**config.mk**
```make
export PLATFORM = sky130hd
export DESIGN_NAME = tgw_guard
export DESIGN_NICKNAME = d
export VERILOG_FILES = /design/src/design/tgw_pkg.sv /design/src/design/tgw_timer_if.sv /design/src/design/tgw_window_timer.sv /design/src/design/tgw_guard.sv
export VERILOG_INCLUDE_DIRS = /design/src /design/src/design
export SDC_FILE = /design/constraint.sdc
export NUM_CORES = 1
export LEC_CHECK = 0
export ABC_CLOCK_PERIOD_IN_PS = 2500
export BUFFER_PORTS_ARGS = -buffer_cell sky130_fd_sc_hd__buf_2
export CAP_MARGIN = 20
export CORE_ASPECT_RATIO = 0.6
export CORE_MARGIN = 8
export CORE_UTILIZATION = 41
export CTS_BUF_LIST = sky130_fd_sc_hd__clkbuf_8
export DETAILED_ROUTE_END_ITERATION = 16
export PLACE_DENSITY = 0.81
export SYNTH_ARGS = -nofsm -noshare
export SYNTH_HDL_FRONTEND = slang
export SYNTH_SLANG_ARGS = --single-unit
```
**constraint.sdc**
```tcl
create_clock -name CLK_SYS -period 2.5 [get_ports CLK_SYS]
set_input_delay 0.25 -clock CLK_SYS [delete_from_list [all_inputs] [get_ports CLK_SYS]]
set_output_delay 0.25 -clock CLK_SYS [all_outputs]
set_load 0.02 [all_outputs]
```
**src/design/tgw_cfg.svh**
```systemverilog
`ifndef TGW_CFG_SVH
`define TGW_CFG_SVH

// Key register addresses on the SFR bus
`define TGW_ADDR_SINGLE_KEY     8'hC7
`define TGW_ADDR_WINDOW_KEY     8'hC9

// Registers guarded by the single-use key
`define TGW_ADDR_WATCHDOG_CTRL  8'hD8
`define TGW_ADDR_XRAM_RELOC     8'hC6
`define TGW_ADDR_ADDRESS_CTRL   8'h9D

// SFRs guarded by the windowed key
`define TGW_ADDR_CLOCK_SELECT   8'h8F
`define TGW_ADDR_WAKEUP_MASK    8'h9F

// Extended registers guarded by the windowed key
`define TGW_XADDR_REG_TRIM      16'hA000
`define TGW_XADDR_OSC_I_TRIM    16'hA001
`define TGW_XADDR_OSC_V_TRIM    16'hA002
`define TGW_XADDR_XTAL_CFG      16'hA007
`define TGW_XADDR_LVD_CFG       16'hA010
`define TGW_XADDR_LVD_THRESH    16'hA011
`define TGW_XADDR_CNT_PROT_LO   16'hA025
`define TGW_XADDR_CNT_PROT_HI   16'hA026
`define TGW_XADDR_INT_PROT_ONE  16'hA013
`define TGW_XADDR_INT_PROT_TWO  16'hA014
`define TGW_XADDR_BKPT_IRQ_EN   16'hA0E1
`define TGW_XADDR_DEBUG_ID      16'hA0EF
`define TGW_XFR_COUNT           12

// Unlock sequence and close values
`define TGW_KEY_FIRST           8'hAA
`define TGW_KEY_SECOND          8'h55
`define TGW_KEY_CLOSE           8'h00

// Status field and reset values
`define TGW_STATUS_BIT          0
`define TGW_RST_RDATA           8'h00
`define TGW_RST_WINDOW_KEY      8'h00

// Window length in system clock periods, and in cycles
`define TGW_WINDOW_PERIODS      256
`define TGW_WINDOW_CYCLES       (`TGW_WINDOW_PERIODS * 1)
`define TGW_EXTEND_PERIODS      256
`define TGW_EXTEND_CYCLES       (`TGW_EXTEND_PERIODS * 1)

`endif

```
**src/design/tgw_pkg.sv**
```systemverilog
package tgw_pkg;

    // Progress through a two-byte unlock sequence
    typedef enum logic [0:0] {
        TGW_SEQ_IDLE,
        TGW_SEQ_GOT_FIRST
    } tgw_seq_t;

endpackage

```
**src/design/tgw_timer_if.sv**
```systemverilog
`timescale 1ns/10ps

// Link between the key logic and the window timer
interface tgw_timer_if #(
    parameter int CW = 9
);
    logic          start;
    logic          close;
    logic          open;
    logic [CW-1:0] remain;

    modport ctrl  (output start, output close, input  open, input  remain);
    modport timer (input  start, input  close, output open, output remain);
endinterface

```
**src/design/tgw_window_timer.sv**
```systemverilog
`timescale 1ns/10ps
`include "tgw_cfg.svh"

module tgw_window_timer #(
    parameter int CW            = 9,
    parameter int WINDOW_CYCLES = `TGW_WINDOW_CYCLES,
    parameter int EXTEND_CYCLES = `TGW_EXTEND_CYCLES
) (
    input wire logic     clk_sys,
    input wire logic     nrst,
    tgw_timer_if.timer   tif
);

    localparam logic [CW-1:0] LOAD_OPEN   = CW'(WINDOW_CYCLES);
    localparam logic [CW-1:0] LOAD_EXTEND = CW'(EXTEND_CYCLES);
    localparam logic [CW-1:0] ONE         = CW'(1);

    logic [CW-1:0] remain_ff;

    ////////////////////////////////////////////////////////////////////////
    // Window down-counter; only runs while the core clock runs
    always_ff @(posedge clk_sys or negedge nrst) begin
        if (!nrst) begin
            remain_ff <= '0;
        end else if (tif.close) begin
            remain_ff <= '0;                          // [RL11]
        end else if (tif.start) begin
            if (remain_ff != '0) begin
                remain_ff <= LOAD_EXTEND;             // [RL10]
            end else begin
                remain_ff <= LOAD_OPEN;               // [RL8]
            end
        end else if (remain_ff != '0) begin
            remain_ff <= remain_ff - ONE;             // [RL9] [RL16]
        end
    end

    // Window is open while cycles remain
    assign tif.open   = (remain_ff != '0);
    assign tif.remain = remain_ff;

endmodule

```
**src/design/tgw_guard.sv**
```systemverilog
`timescale 1ns/10ps
`include "tgw_cfg.svh"

// Notes on behaviour
// RL1: Writing 0xAA then 0x55 to the single key grants one protected write.
// RL2: First write to a single-key register uses the grant; repeat sequence for more.
// RL3: Reads of protected registers are never blocked; only writes are gated.
// RL4: Single key guards watchdog control, XRAM relocation, address control (D8, C6, 9D).
// RL5: Single-key grant never times out; only use or voiding removes it.
// RL6: Any read or write of the single key address voids a pending grant.
// RL7: Single key reads bit 0 as 1 unlocked, 0 locked; other bits zero.
// RL8: Writing 0xAA then 0x55 to the window key opens 256 clocks of writes.
// RL9: Open window allows any number of protected writes, closes on expiry.
// RL10: Repeating the sequence while open restarts the window count.
// RL11: Writing 0x00 to the window key closes the window at once.
// RL12: Window key reads bit 0 as the current open status.
// RL13: Window key guards clock select 0x8F and wake-up mask 0x9F.
// RL14: Window key also guards twelve extended registers from 0xA000 to 0xA0EF.
// RL15: Software should close the window as soon as it is done.
// RL16: Both keys run on the core clock and hold state while it stops.
// RL17: Software should void grants and close windows before idle or stop.
// RL18: Protected writes without grant or window are refused, register unchanged.
// RL19: Any unexpected key value restarts the sequence, needing 0xAA first.
module tgw_guard #(
    parameter int WINDOW_CYCLES = `TGW_WINDOW_CYCLES,
    parameter int EXTEND_CYCLES = `TGW_EXTEND_CYCLES,
    parameter int CW            = 9
) (
    input  wire logic          CLK_SYS,
    input  wire logic          NRST,
    input  wire logic [7:0]    SFR_ADDR,
    input  wire logic          SFR_WR,
    input  wire logic          SFR_RD,
    input  wire logic [7:0]    SFR_WDATA,
    input  wire logic [15:0]   XFR_ADDR,
    input  wire logic          XFR_WR,
    output logic               SFR_WR_GRANT,
    output logic               XFR_WR_GRANT,
    output logic [7:0]         SFR_RDATA,
    output logic               SFR_RVALID,
    output logic               SINGLE_KEY_UNLOCKED,
    output logic               WINDOW_KEY_OPEN,
    output logic               WR_REFUSED,
    output logic [CW-1:0]      WINDOW_REMAIN
);

    ////////////////////////////////////////////////////////////////////////
    // Protected extended register list

    localparam logic [15:0] XFR_LIST [`TGW_XFR_COUNT] = '{
        `TGW_XADDR_REG_TRIM,
        `TGW_XADDR_OSC_I_TRIM,
        `TGW_XADDR_OSC_V_TRIM,
        `TGW_XADDR_XTAL_CFG,
        `TGW_XADDR_LVD_CFG,
        `TGW_XADDR_LVD_THRESH,
        `TGW_XADDR_CNT_PROT_LO,
        `TGW_XADDR_CNT_PROT_HI,
        `TGW_XADDR_INT_PROT_ONE,
        `TGW_XADDR_INT_PROT_TWO,
        `TGW_XADDR_BKPT_IRQ_EN,
        `TGW_XADDR_DEBUG_ID
    };

    ////////////////////////////////////////////////////////////////////////
    // Declarations

    tgw_pkg::tgw_seq_t          single_seq_ff;
    tgw_pkg::tgw_seq_t          window_seq_ff;
    logic                       unlocked_ff;
    logic [7:0]                 rdata_ff;
    logic                       rvalid_ff;
    logic                       refused_ff;

    logic                       single_key_sel;
    logic                       window_key_sel;
    logic                       single_key_op;
    logic                       single_key_wr;
    logic                       window_key_wr;
    logic                       single_prot_hit;
    logic                       window_sfr_hit;
    logic [`TGW_XFR_COUNT-1:0]  xfr_hit_vec;
    logic                       window_xfr_hit;
    logic                       ticket_used;
    logic                       sfr_refused;
    logic                       xfr_refused;
    logic                       wr_first;
    logic                       wr_second;
    logic                       wr_close;

    tgw_timer_if #(.CW(CW)) tif ();

    ////////////////////////////////////////////////////////////////////////
    // Address decode

    // Key register selects
    assign single_key_sel = (SFR_ADDR == `TGW_ADDR_SINGLE_KEY);
    assign window_key_sel = (SFR_ADDR == `TGW_ADDR_WINDOW_KEY);
    assign single_key_op  = single_key_sel && (SFR_WR || SFR_RD);
    assign single_key_wr  = single_key_sel && SFR_WR;
    assign window_key_wr  = window_key_sel && SFR_WR;

    // Registers behind the single-use key
    assign single_prot_hit = (SFR_ADDR == `TGW_ADDR_WATCHDOG_CTRL)
                          || (SFR_ADDR == `TGW_ADDR_XRAM_RELOC)
                          || (SFR_ADDR == `TGW_ADDR_ADDRESS_CTRL);   // [RL4]

    // SFRs behind the window key
    assign window_sfr_hit = (SFR_ADDR == `TGW_ADDR_CLOCK_SELECT)
                         || (SFR_ADDR == `TGW_ADDR_WAKEUP_MASK);     // [RL13]

    // One comparator per protected extended register
    genvar gi;
    generate
        for (gi = 0; gi < `TGW_XFR_COUNT; gi++) begin : g_xfr
            assign xfr_hit_vec[gi] = (XFR_ADDR == XFR_LIST[gi]);     // [RL14]
        end
    endgenerate
    assign window_xfr_hit = |xfr_hit_vec;

    // Sequence byte classes
    assign wr_first  = (SFR_WDATA == `TGW_KEY_FIRST);
    assign wr_second = (SFR_WDATA == `TGW_KEY_SECOND);
    assign wr_close  = (SFR_WDATA == `TGW_KEY_CLOSE);

    ////////////////////////////////////////////////////////////////////////
    // Write gating toward the register file

    // Grant consumed by the first single-key protected write
    assign ticket_used = SFR_WR && single_prot_hit && unlocked_ff;  // [RL2]

    // Refused protected writes
    assign sfr_refused = SFR_WR && ((single_prot_hit && !unlocked_ff)
                                 || (window_sfr_hit && !tif.open));   // [RL18]
    assign xfr_refused = XFR_WR && window_xfr_hit && !tif.open;       // [RL18]

    // Write strobes pass unless refused; reads are never touched
    assign SFR_WR_GRANT = SFR_WR && !sfr_refused;                     // [RL3] [RL9]
    assign XFR_WR_GRANT = XFR_WR && !xfr_refused;                     // [RL3] [RL9]

    ////////////////////////////////////////////////////////////////////////
    // Single-use key: sequence and ticket

    always_ff @(posedge CLK_SYS or negedge NRST) begin
        if (!NRST) begin
            single_seq_ff <= tgw_pkg::TGW_SEQ_IDLE;
        end else if (single_key_wr) begin
            if (wr_first) begin
                single_seq_ff <= tgw_pkg::TGW_SEQ_GOT_FIRST;          // [RL1]
            end else begin
                single_seq_ff <= tgw_pkg::TGW_SEQ_IDLE;               // [RL19]
            end
        end else if (single_key_op) begin
            single_seq_ff <= tgw_pkg::TGW_SEQ_IDLE;                   // [RL19]
        end
    end

    // Ticket; no timer touches it, so it waits for use or voiding
    always_ff @(posedge CLK_SYS or negedge NRST) begin
        if (!NRST) begin
            unlocked_ff <= 1'b0;
        end else if (single_key_op) begin
            unlocked_ff <= single_key_wr && wr_second
                        && (single_seq_ff == tgw_pkg::TGW_SEQ_GOT_FIRST); // [RL1] [RL6]
        end else if (ticket_used) begin
            unlocked_ff <= 1'b0;                                      // [RL2] [RL5]
        end
    end

    ////////////////////////////////////////////////////////////////////////
    // Window key: sequence, start and close

    always_ff @(posedge CLK_SYS or negedge NRST) begin
        if (!NRST) begin
            window_seq_ff <= tgw_pkg::TGW_SEQ_IDLE;
        end else if (window_key_wr) begin
            if (wr_first) begin
                window_seq_ff <= tgw_pkg::TGW_SEQ_GOT_FIRST;          // [RL8]
            end else begin
                window_seq_ff <= tgw_pkg::TGW_SEQ_IDLE;               // [RL19]
            end
        end
    end

    // Completed sequence starts or restarts the window
    assign tif.start = window_key_wr && wr_second
                    && (window_seq_ff == tgw_pkg::TGW_SEQ_GOT_FIRST); // [RL8] [RL10]
    // Zero write closes it immediately
    assign tif.close = window_key_wr && wr_close;                     // [RL11]

    // Window counter on the core clock
    tgw_window_timer #(
        .CW            (CW),
        .WINDOW_CYCLES (WINDOW_CYCLES),
        .EXTEND_CYCLES (EXTEND_CYCLES)
    ) u_timer (
        .clk_sys (CLK_SYS),
        .nrst    (NRST),
        .tif     (tif)
    );                                                                // [RL16]

    ////////////////////////////////////////////////////////////////////////
    // Key register read-back

    always_ff @(posedge CLK_SYS or negedge NRST) begin
        if (!NRST) begin
            rdata_ff  <= `TGW_RST_RDATA;
            rvalid_ff <= 1'b0;
        end else if (SFR_RD && single_key_sel) begin
            rdata_ff                  <= `TGW_RST_RDATA;
            rdata_ff[`TGW_STATUS_BIT] <= unlocked_ff;                 // [RL7]
            rvalid_ff                 <= 1'b1;
        end else if (SFR_RD && window_key_sel) begin
            rdata_ff                  <= `TGW_RST_WINDOW_KEY;
            rdata_ff[`TGW_STATUS_BIT] <= tif.open;                    // [RL12]
            rvalid_ff                 <= 1'b1;
        end else begin
            rvalid_ff <= 1'b0;
        end
    end

    ////////////////////////////////////////////////////////////////////////
    // Refused-write report

    always_ff @(posedge CLK_SYS or negedge NRST) begin
        if (!NRST) begin
            refused_ff <= 1'b0;
        end else begin
            refused_ff <= sfr_refused || xfr_refused;                 // [RL18]
        end
    end

    ////////////////////////////////////////////////////////////////////////
    // Outputs

    assign SFR_RDATA           = rdata_ff;
    assign SFR_RVALID          = rvalid_ff;
    assign SINGLE_KEY_UNLOCKED = unlocked_ff;
    assign WINDOW_KEY_OPEN     = tif.open;
    assign WR_REFUSED          = refused_ff;
    assign WINDOW_REMAIN       = tif.remain;

endmodule

```
==> run_results.csv, run 1 <==
group,metric,value,unit
floorplan,dieArea,4570,um2
timing,relSlewSlack,55.0,%
timing,rsz0062_at_grt,"true",
setup_path,cpPeakStageDelay,0.49,ns
min_path,hold_end,"SINGLE_KEY_UNLOCKED",
cells_and_area,nNetsFinal,234,
placement,place_inst,211,
timing,maxSlewViolCount,0,
power_and_ir_drop,pwr-share-seq,43.6,%
cts,cts_num_sinks,15,
setup_path,worstReg2RegEnd,"WR_REFUSED",
power_and_ir_drop,max-vdd-ir-drop,0.186,mV
global_route,grt_pass1_vias,1260,
cts,clk_pin_slew,0.06,ns
timing,setup_slack,-0.0470,ns
yosys,ys_ff_latch,15,
yosys,yosysSeqAreaShare,34.9,%
timing,fin_crit_sh,102,%
run_status,violations,"negative setup slack",
cts,cts_max_level,1,
routing,detail_route.iter0.violations,48,
setup_path,ff2ff_path_depth,9,
timing,worst_slew_pin_slew,0.675,ns
floorplan,initial_utilization,42.9,%
cells_and_area,final_common_cell,"buf_2",
flow_run,drv_cap,0,
placement,pre_cts_slack,0.0122,ns
timing,final_hold_viol_count,0,
power_and_ir_drop,p_leak,0.736,nW
global_route,grt_max_degree,16,
timing,hold_ws,0.254,ns
floorplan,core_area,2500,um2
min_path,holdCritPathClass,"in2reg",
cts,insertion_delay,0.26,ns
routing,vias,1192,
setup_path,crit_family,"simple AND/OR/NAND/NOR gates",
routing,drt_first_pass_iters,4,
placement,portBuffers,52,
yosys,syn-cell-area,1070,um2
yosys,synthCells,124,
routing,routedWlPerCell,15.2,um
cells_and_area,drive_gt1_share,44.6,%
setup_path,critPathKind,"reg2out",
routing,drt-vias-per-instance,5.25,
power_and_ir_drop,switching_share,35.1,%
timing,tns,-0.0470,ns
global_route,antenna_found_initial,0,
floorplan,die_h,55.7,um
floorplan,die_w,82.1,um
setup_path,worstReg2RegStart,"u_timer.tif.remain[1]",
cells_and_area,area_growth,45.9,%
floorplan,rows,14,
global_route,grt_pass1_wl,5750,um
yosys,synth_cell_types,43,
power_and_ir_drop,net-switching-power,0.249,mW
power_and_ir_drop,totalPowerFinal,0.709,mW
min_path,min_from,"SFR_RD",
cells_and_area,diodes,0,
floorplan,io_pins,60,
timing,fmax,0.393,GHz
setup_path,critPathArrivalTime,2.30,ns
global_route,gr-total-overflow,0,
yosys,syn_avg_cell_area,8.67,um2
min_path,holdPathStages,2,
routing,ant_nets,0,
setup_path,crit_chain,"inv_2 > ha_4 > or4b_4 > nor3_4 > inv_4 > or4_4 > o21ai_4 > nor2_4 > buf_6",
setup_path,endpoint_kind,"output pin",
setup_path,cp.buffers_inverters,3,
cts,tritoncts,"built",
cts,cts-root-buf,"clkbuf_8",
setup_path,regToRegSetupSlack,0.34,ns
global_route,grtUsageTotal,15.8,%
power_and_ir_drop,p_comb_share,27.7,%
setup_path,crit_fanout,2,
routing,wl,3460,um
timing,setup_viol,1,
timing,period_needed,2.55,ns
routing,remaining_drc_errors,0,
setup_path,critPathSlowestCell,"or4b_4",
run_status,status,"finished with violations",
cells_and_area,fill_cells,229,
setup_path,cp-start-kind,"flip-flop",
cts,clockBufferDepth,2,
power_and_ir_drop,intPower,0.460,mW
yosys,yosys_warnings,0,
cells_and_area,final_cells,227,
cts,cts_buffers,3,
placement,hpwl,2740,um
power_and_ir_drop,power-per-cell-area,453,nW/um2
power_and_ir_drop,clockPowerShare,28.7,%
placement,gp_congestion,0.799,
cells_and_area,final_cell_mix,"buf_2 (50), buf_4 (17), dfrtp_1 (13), nor2_1 (13), nand2_1 (8)",
timing,clock_skew,0.00288,ns
setup_path,worst-endpoint-required,2.25,ns
## logic make-up (layout without fill, tap and decap cells)
kind of cell | count (synthesis) | count (layout) | synth area share, %
compound gates | 24 | 24 | 15.3
xor+xnor | 4 | 4 | 3.26
fa+ha+maj | 1 | 1 | 1.16
buf+inv | 14 | 79 | 8.27
flops | 15 | 15 | 34.9
mux | 2 | 2 | 2.10
other cells | 1 | 7 | 0.349
simple gates | 63 | 63 | 34.7
## power by group through the flow
stage                     registers, mW  logic (mW)  clock network [mW]
final                             0.309       0.197               0.203
after global routing              0.314       0.214               0.219
after floorplan                   0.348      0.0721                   0
after CTS                         0.308       0.197               0.213
after global placement            0.312       0.185                   0
after detailed placement          0.313       0.193                   0
## per-stage QoR
stage	utilization, %	cell area, um2
4_1_cts	62.0	1550
6_report	62.6	1570
2_1_floorplan	-	1130
3_3_place_gp	55.9	1400
3_5_place_dp	55.9	1400
5_1_grt	62.6	1570
## worst register-to-register path, cell delays in order, from the launching register on
cell and delay [ns]:
dfrtp_2 0.41, inv_2 0.08, ha_4 0.13, or4b_4 0.49, nor3_4 0.19, inv_4 0.04
or4_4 0.43, o21ai_4 0.10, buf_4 0.13, a21o_1 0.10
## cell usage after synthesis
library cell | n | area share (%)
a22o_2 | 1 | 0.93
inv_4 | 1 | 0.58
o22ai_1 | 1 | 0.58
o21ai_0 | 5 | 2.3
o211ai_1 | 1 | 0.70
or4_1 | 1 | 0.70
nor3_1 | 7 | 3.3
nor4b_1 | 2 | 1.6
conb_1 | 1 | 0.35
nor2b_1 | 3 | 1.7
o21ai_2 | 1 | 0.82
mux2_2 | 2 | 2.1
nand4bb_1 | 1 | 1.0
nand3b_1 | 3 | 2.1
a21o_1 | 1 | 0.70
a211oi_1 | 1 | 0.70
nand2_1 | 8 | 2.8
a32o_1 | 1 | 0.93
nor3b_1 | 1 | 0.70
or3_2 | 1 | 0.70
and4b_1 | 1 | 0.93
o31ai_1 | 1 | 0.70
a311oi_1 | 1 | 0.82
nor2_1 | 14 | 4.9
or4_4 | 1 | 1.0
clkdlybuf4s50_2 | 1 | 1.0
nor4_1 | 5 | 2.9
nand4_1 | 3 | 1.7
inv_1 | 5 | 1.7
a222oi_1 | 1 | 0.93
and3_1 | 1 | 0.58
buf_4 | 7 | 4.9
nor3_4 | 1 | 1.5
or4b_4 | 1 | 1.3
dfrtp_1 | 15 | 35
and4_1 | 1 | 0.82
a21oi_1 | 5 | 2.3
xnor2_1 | 4 | 3.3
o21a_1 | 3 | 2.1
a21boi_0 | 1 | 0.70
ha_1 | 1 | 1.2
nand2b_1 | 5 | 2.9
nand3_1 | 3 | 1.4
## sequential cells by signal, indices dropped and copies added (netlist names)
name	flops
u_timer.tif.remain	9
SFR_RDATA	1
SFR_RVALID	1
SINGLE_KEY_UNLOCKED	1
WR_REFUSED	1
single_seq_ff	1
window_seq_ff	1
## layer usage
layer	track usage (%)	wire (um)	vias to the layer above
met3	4.19	195	3
li1	-	-	591
met2	27.8	1810	43
met5	0	0	-
met1	18.0	1430	555
met4	4.48	24	0
## layout make-up
cell class	instances	area, um2	share of cell area, %
multi-input combinational	101	678	43.3
sequential	15	378	24.1
clock buffer	3	41.3	2.63
timing repair buffer	69	399	25.5
tap	32	40.0	2.55
inverter	6	27.5	1.76
clock inverter	1	3.75	0.239
## what timing repair did
action	in CTS	in global routing
gates resized for setup	6	1
endpoints found under the hold margin	15	0
setup endpoints to repair	2	3
hold buffers	1	0
pin swaps	5	4
setup buffers	10	2
## worst max path at each step
| stage | cells after the start | to | from |
|---|---|---|---|
| after floorplan | 8 | SFR_WR_GRANT | u_timer.tif.remain[0] |
| after global placement | 9 | SFR_WR_GRANT | u_timer.tif.remain[1] |
| after detailed placement | 9 | SFR_WR_GRANT | u_timer.tif.remain[0] |
| after CTS | 9 | SFR_WR_GRANT | u_timer.tif.remain[0] |
| after global routing | 9 | SFR_WR_GRANT | u_timer.tif.remain[1] |
| final | 9 | SFR_WR_GRANT | u_timer.tif.remain[1] |
No activity file was read; power rests on OpenSTA's default activity.
==> run 2, diff against run 1 <==
--- a/config.mk
+++ b/config.mk
@@ -10,7 +10,7 @@
 export BUFFER_PORTS_ARGS = -buffer_cell sky130_fd_sc_hd__buf_2
 export CAP_MARGIN = 20
 export CORE_ASPECT_RATIO = 0.6
-export CORE_MARGIN = 8
+export CORE_MARGIN = 4
 export CORE_UTILIZATION = 41
 export CTS_BUF_LIST = sky130_fd_sc_hd__clkbuf_8
 export DETAILED_ROUTE_END_ITERATION = 16
==> run 2 against run 1 <==
Effect of this change: the run still ends with negative setup slack left; clock power down 3%; non-clock buffer count up 3; largest power group unchanged; final area up 1.3%; largest cell class unchanged.
==> run_results.csv, run 2 (synthesis gave the netlist of run 1 again) <==
group,metric,value,unit
global_route,antenna_found_initial,0,
placement,placed_area,1400,um2
timing,fmax,0.384,GHz
timing,clock_skew,0.00413,ns
cells_and_area,nNetsFinal,237,
routing,top_layer,"met4",
timing,hold_ws,0.274,ns
power_and_ir_drop,intPower,0.460,mW
setup_path,crit_chain,"inv_2 > ha_4 > or4b_4 > nor3_4 > inv_4 > or4_4 > o21ai_4 > nor2_4 > buf_6",
routing,routedWlPerCell,14.7,um
floorplan,core_area,2500,um2
placement,hpwl,2530,um
routing,remaining_drc_errors,0,
cells_and_area,regArea,378,um2
cts,cts_num_sinks,15,
placement,gp_congestion,0.828,
floorplan,die_h,47.7,um
power_and_ir_drop,max-vdd-ir-drop,0.212,mV
cts,cts-root-buf,"clkbuf_8",
floorplan,rows,14,
routing,wl,3390,um
timing,maxSlewViolCount,0,
floorplan,dieArea,3530,um2
cts,tritoncts,"built",
setup_path,critPathKind,"reg2out",
cells_and_area,final_area,1590,um2
placement,portBuffers,52,
cells_and_area,final_cells,230,
timing,relSlewSlack,56.9,%
setup_path,crit_fanout,3,
global_route,grt_pass1_wl,5420,um
setup_path,crit_family,"simple AND/OR/NAND/NOR gates",
timing,setup_slack,-0.106,ns
placement,place_inst,211,
power_and_ir_drop,clockPowerShare,27.9,%
setup_path,cp.buffers_inverters,3,
cts,insertion_delay,0.25,ns
routing,detail_route.iter0.violations,71,
power_and_ir_drop,net-switching-power,0.242,mW
floorplan,initial_utilization,42.9,%
global_route,gr-total-overflow,0,
setup_path,critPathArrivalTime,2.36,ns
cts,clk_pin_slew,0.06,ns
cells_and_area,drive_gt1_share,45.5,%
routing,routed-wl-met3,226,um
min_path,holdPathStages,3,
power_and_ir_drop,switching_share,34.4,%
min_path,holdCritPathClass,"in2reg",
global_route,grt_max_degree,16,
setup_path,cp-start-kind,"flip-flop",
routing,vias,1235,
global_route,grtUsageTotal,20.2,%
timing,setup_viol,1,
routing,drt-vias-per-instance,5.37,
power_and_ir_drop,p_comb_share,27.7,%
setup_path,cpPeakStageDelay,0.52,ns
cells_and_area,fill_cells,205,
timing,period_needed,2.61,ns
setup_path,worst-endpoint-required,2.25,ns
global_route,grt_pass1_vias,1230,
cells_and_area,final_util,63.4,%
cells_and_area,area_growth,47.7,%
power_and_ir_drop,power-per-cell-area,442,nW/um2
timing,fin_crit_sh,104,%
timing,worst_slew_pin_slew,0.647,ns
run_status,violations,"negative setup slack",
timing,final_hold_viol_count,0,
setup_path,critPathSlowestCell,"or4_4",
cells_and_area,final_cell_mix,"buf_2 (50), buf_4 (20), dfrtp_1 (13), nor2_1 (13), nand2_1 (8)",
placement,pre_cts_slack,0.0572,ns
floorplan,io_pins,60,
cts,cts_max_level,1,
timing,rsz0062_at_grt,"true",
routing,drt_first_pass_iters,4,
cells_and_area,diodes,0,
routing,wl_met2,1790,um
cells_and_area,multi_input_area,678,um2
setup_path,endpoint_kind,"output pin",
cells_and_area,largest_reg_flops,9,
power_and_ir_drop,pwr-share-seq,44.4,%
run_status,status,"finished with violations",
floorplan,die_w,74.1,um
cts,clockBufferDepth,2,
setup_path,cp.depth,9,
flow_run,drv_cap,0,
power_and_ir_drop,p_leak,0.751,nW
routing,met1_length,1330,um
setup_path,ff2ff_path_depth,13,
cts,cts_buffers,3,
cells_and_area,final_common_cell,"buf_2",
routing,ant_nets,0,
run 2: cell count changes in the layout (fill, tap and decap cells not counted):
cell | before | now
inv_2 | 1 | 2
buf_4 | 17 | 20
inv_4 | 2 | 1
run 2: routing by layer:
metal | vias up | GRT usage [%]
li1 | 594 | -
met1 | 584 | 23.5
met2 | 51 | 40.5
met3 | 6 | 2.73
met4 | 0 | 4.69
met5 | - | 0
run 2: path summary, 6_finish.rpt:
kind | endpoint | start | slack, ns
hold reg to reg | single_seq_ff | single_seq_ff | 0.52
setup / recovery | SFR_WR_GRANT | u_timer.tif.remain[1] | -0.11
hold / removal | SFR_RDATA[0] | SFR_RD | 0.27
max in group asynchronous | u_timer.tif.remain[1] | NRST | 1.78
setup reg to reg | WR_REFUSED | u_timer.tif.remain[1] | 0.13
min in group asynchronous | u_timer.tif.remain[3] | NRST | 0.43
run 2: repair_timing:
action,in CTS,in global routing
hold buffers,1,0
resized for setup,5,1
pin swaps,5,3
cloned,0,0
buffers inserted,14,1
endpoints found under the hold margin,15,0
endpoints found under the setup margin,2,3
run 2: layout make-up:
type                            count  area share (%)
Multi-Input combinational cell    101            42.7
Timing Repair Buffer               72            26.6
Sequential cell                    15            23.8
Clock buffer                        3            2.60
Tap cell                           32            2.52
Inverter                            6            1.58
Clock inverter                      1           0.236
run 2: worst reg2reg max path: cells and delay by family, from the launching register on:
family                   cells  cell delay [ns]
flip-flops                   1             0.41
AND/OR/NAND/NOR              2             0.66
buffers and inverters        8             0.79
adder cells (fa/ha/maj)      1             0.14
AO/OA/AOI/OAI                2             0.31
run 2: power by group through the flow:
stage,Sequential [mW],Combinational [mW],Clock (mW)
after floorplan,0.348,0.0721,0
after global placement,0.313,0.183,0
after detailed placement,0.315,0.189,0
after CTS,0.311,0.193,0.196
after global routing,0.317,0.212,0.206
final,0.312,0.194,0.196
run 2: per-stage QoR:
step	total power [mW]	setup TNS, ns
global placement	0.495	0
finish	0.702	-0.106
global route	0.735	-0.190
floorplan	0.421	-0.0118
CTS	0.700	-0.277
detailed placement	0.504	0
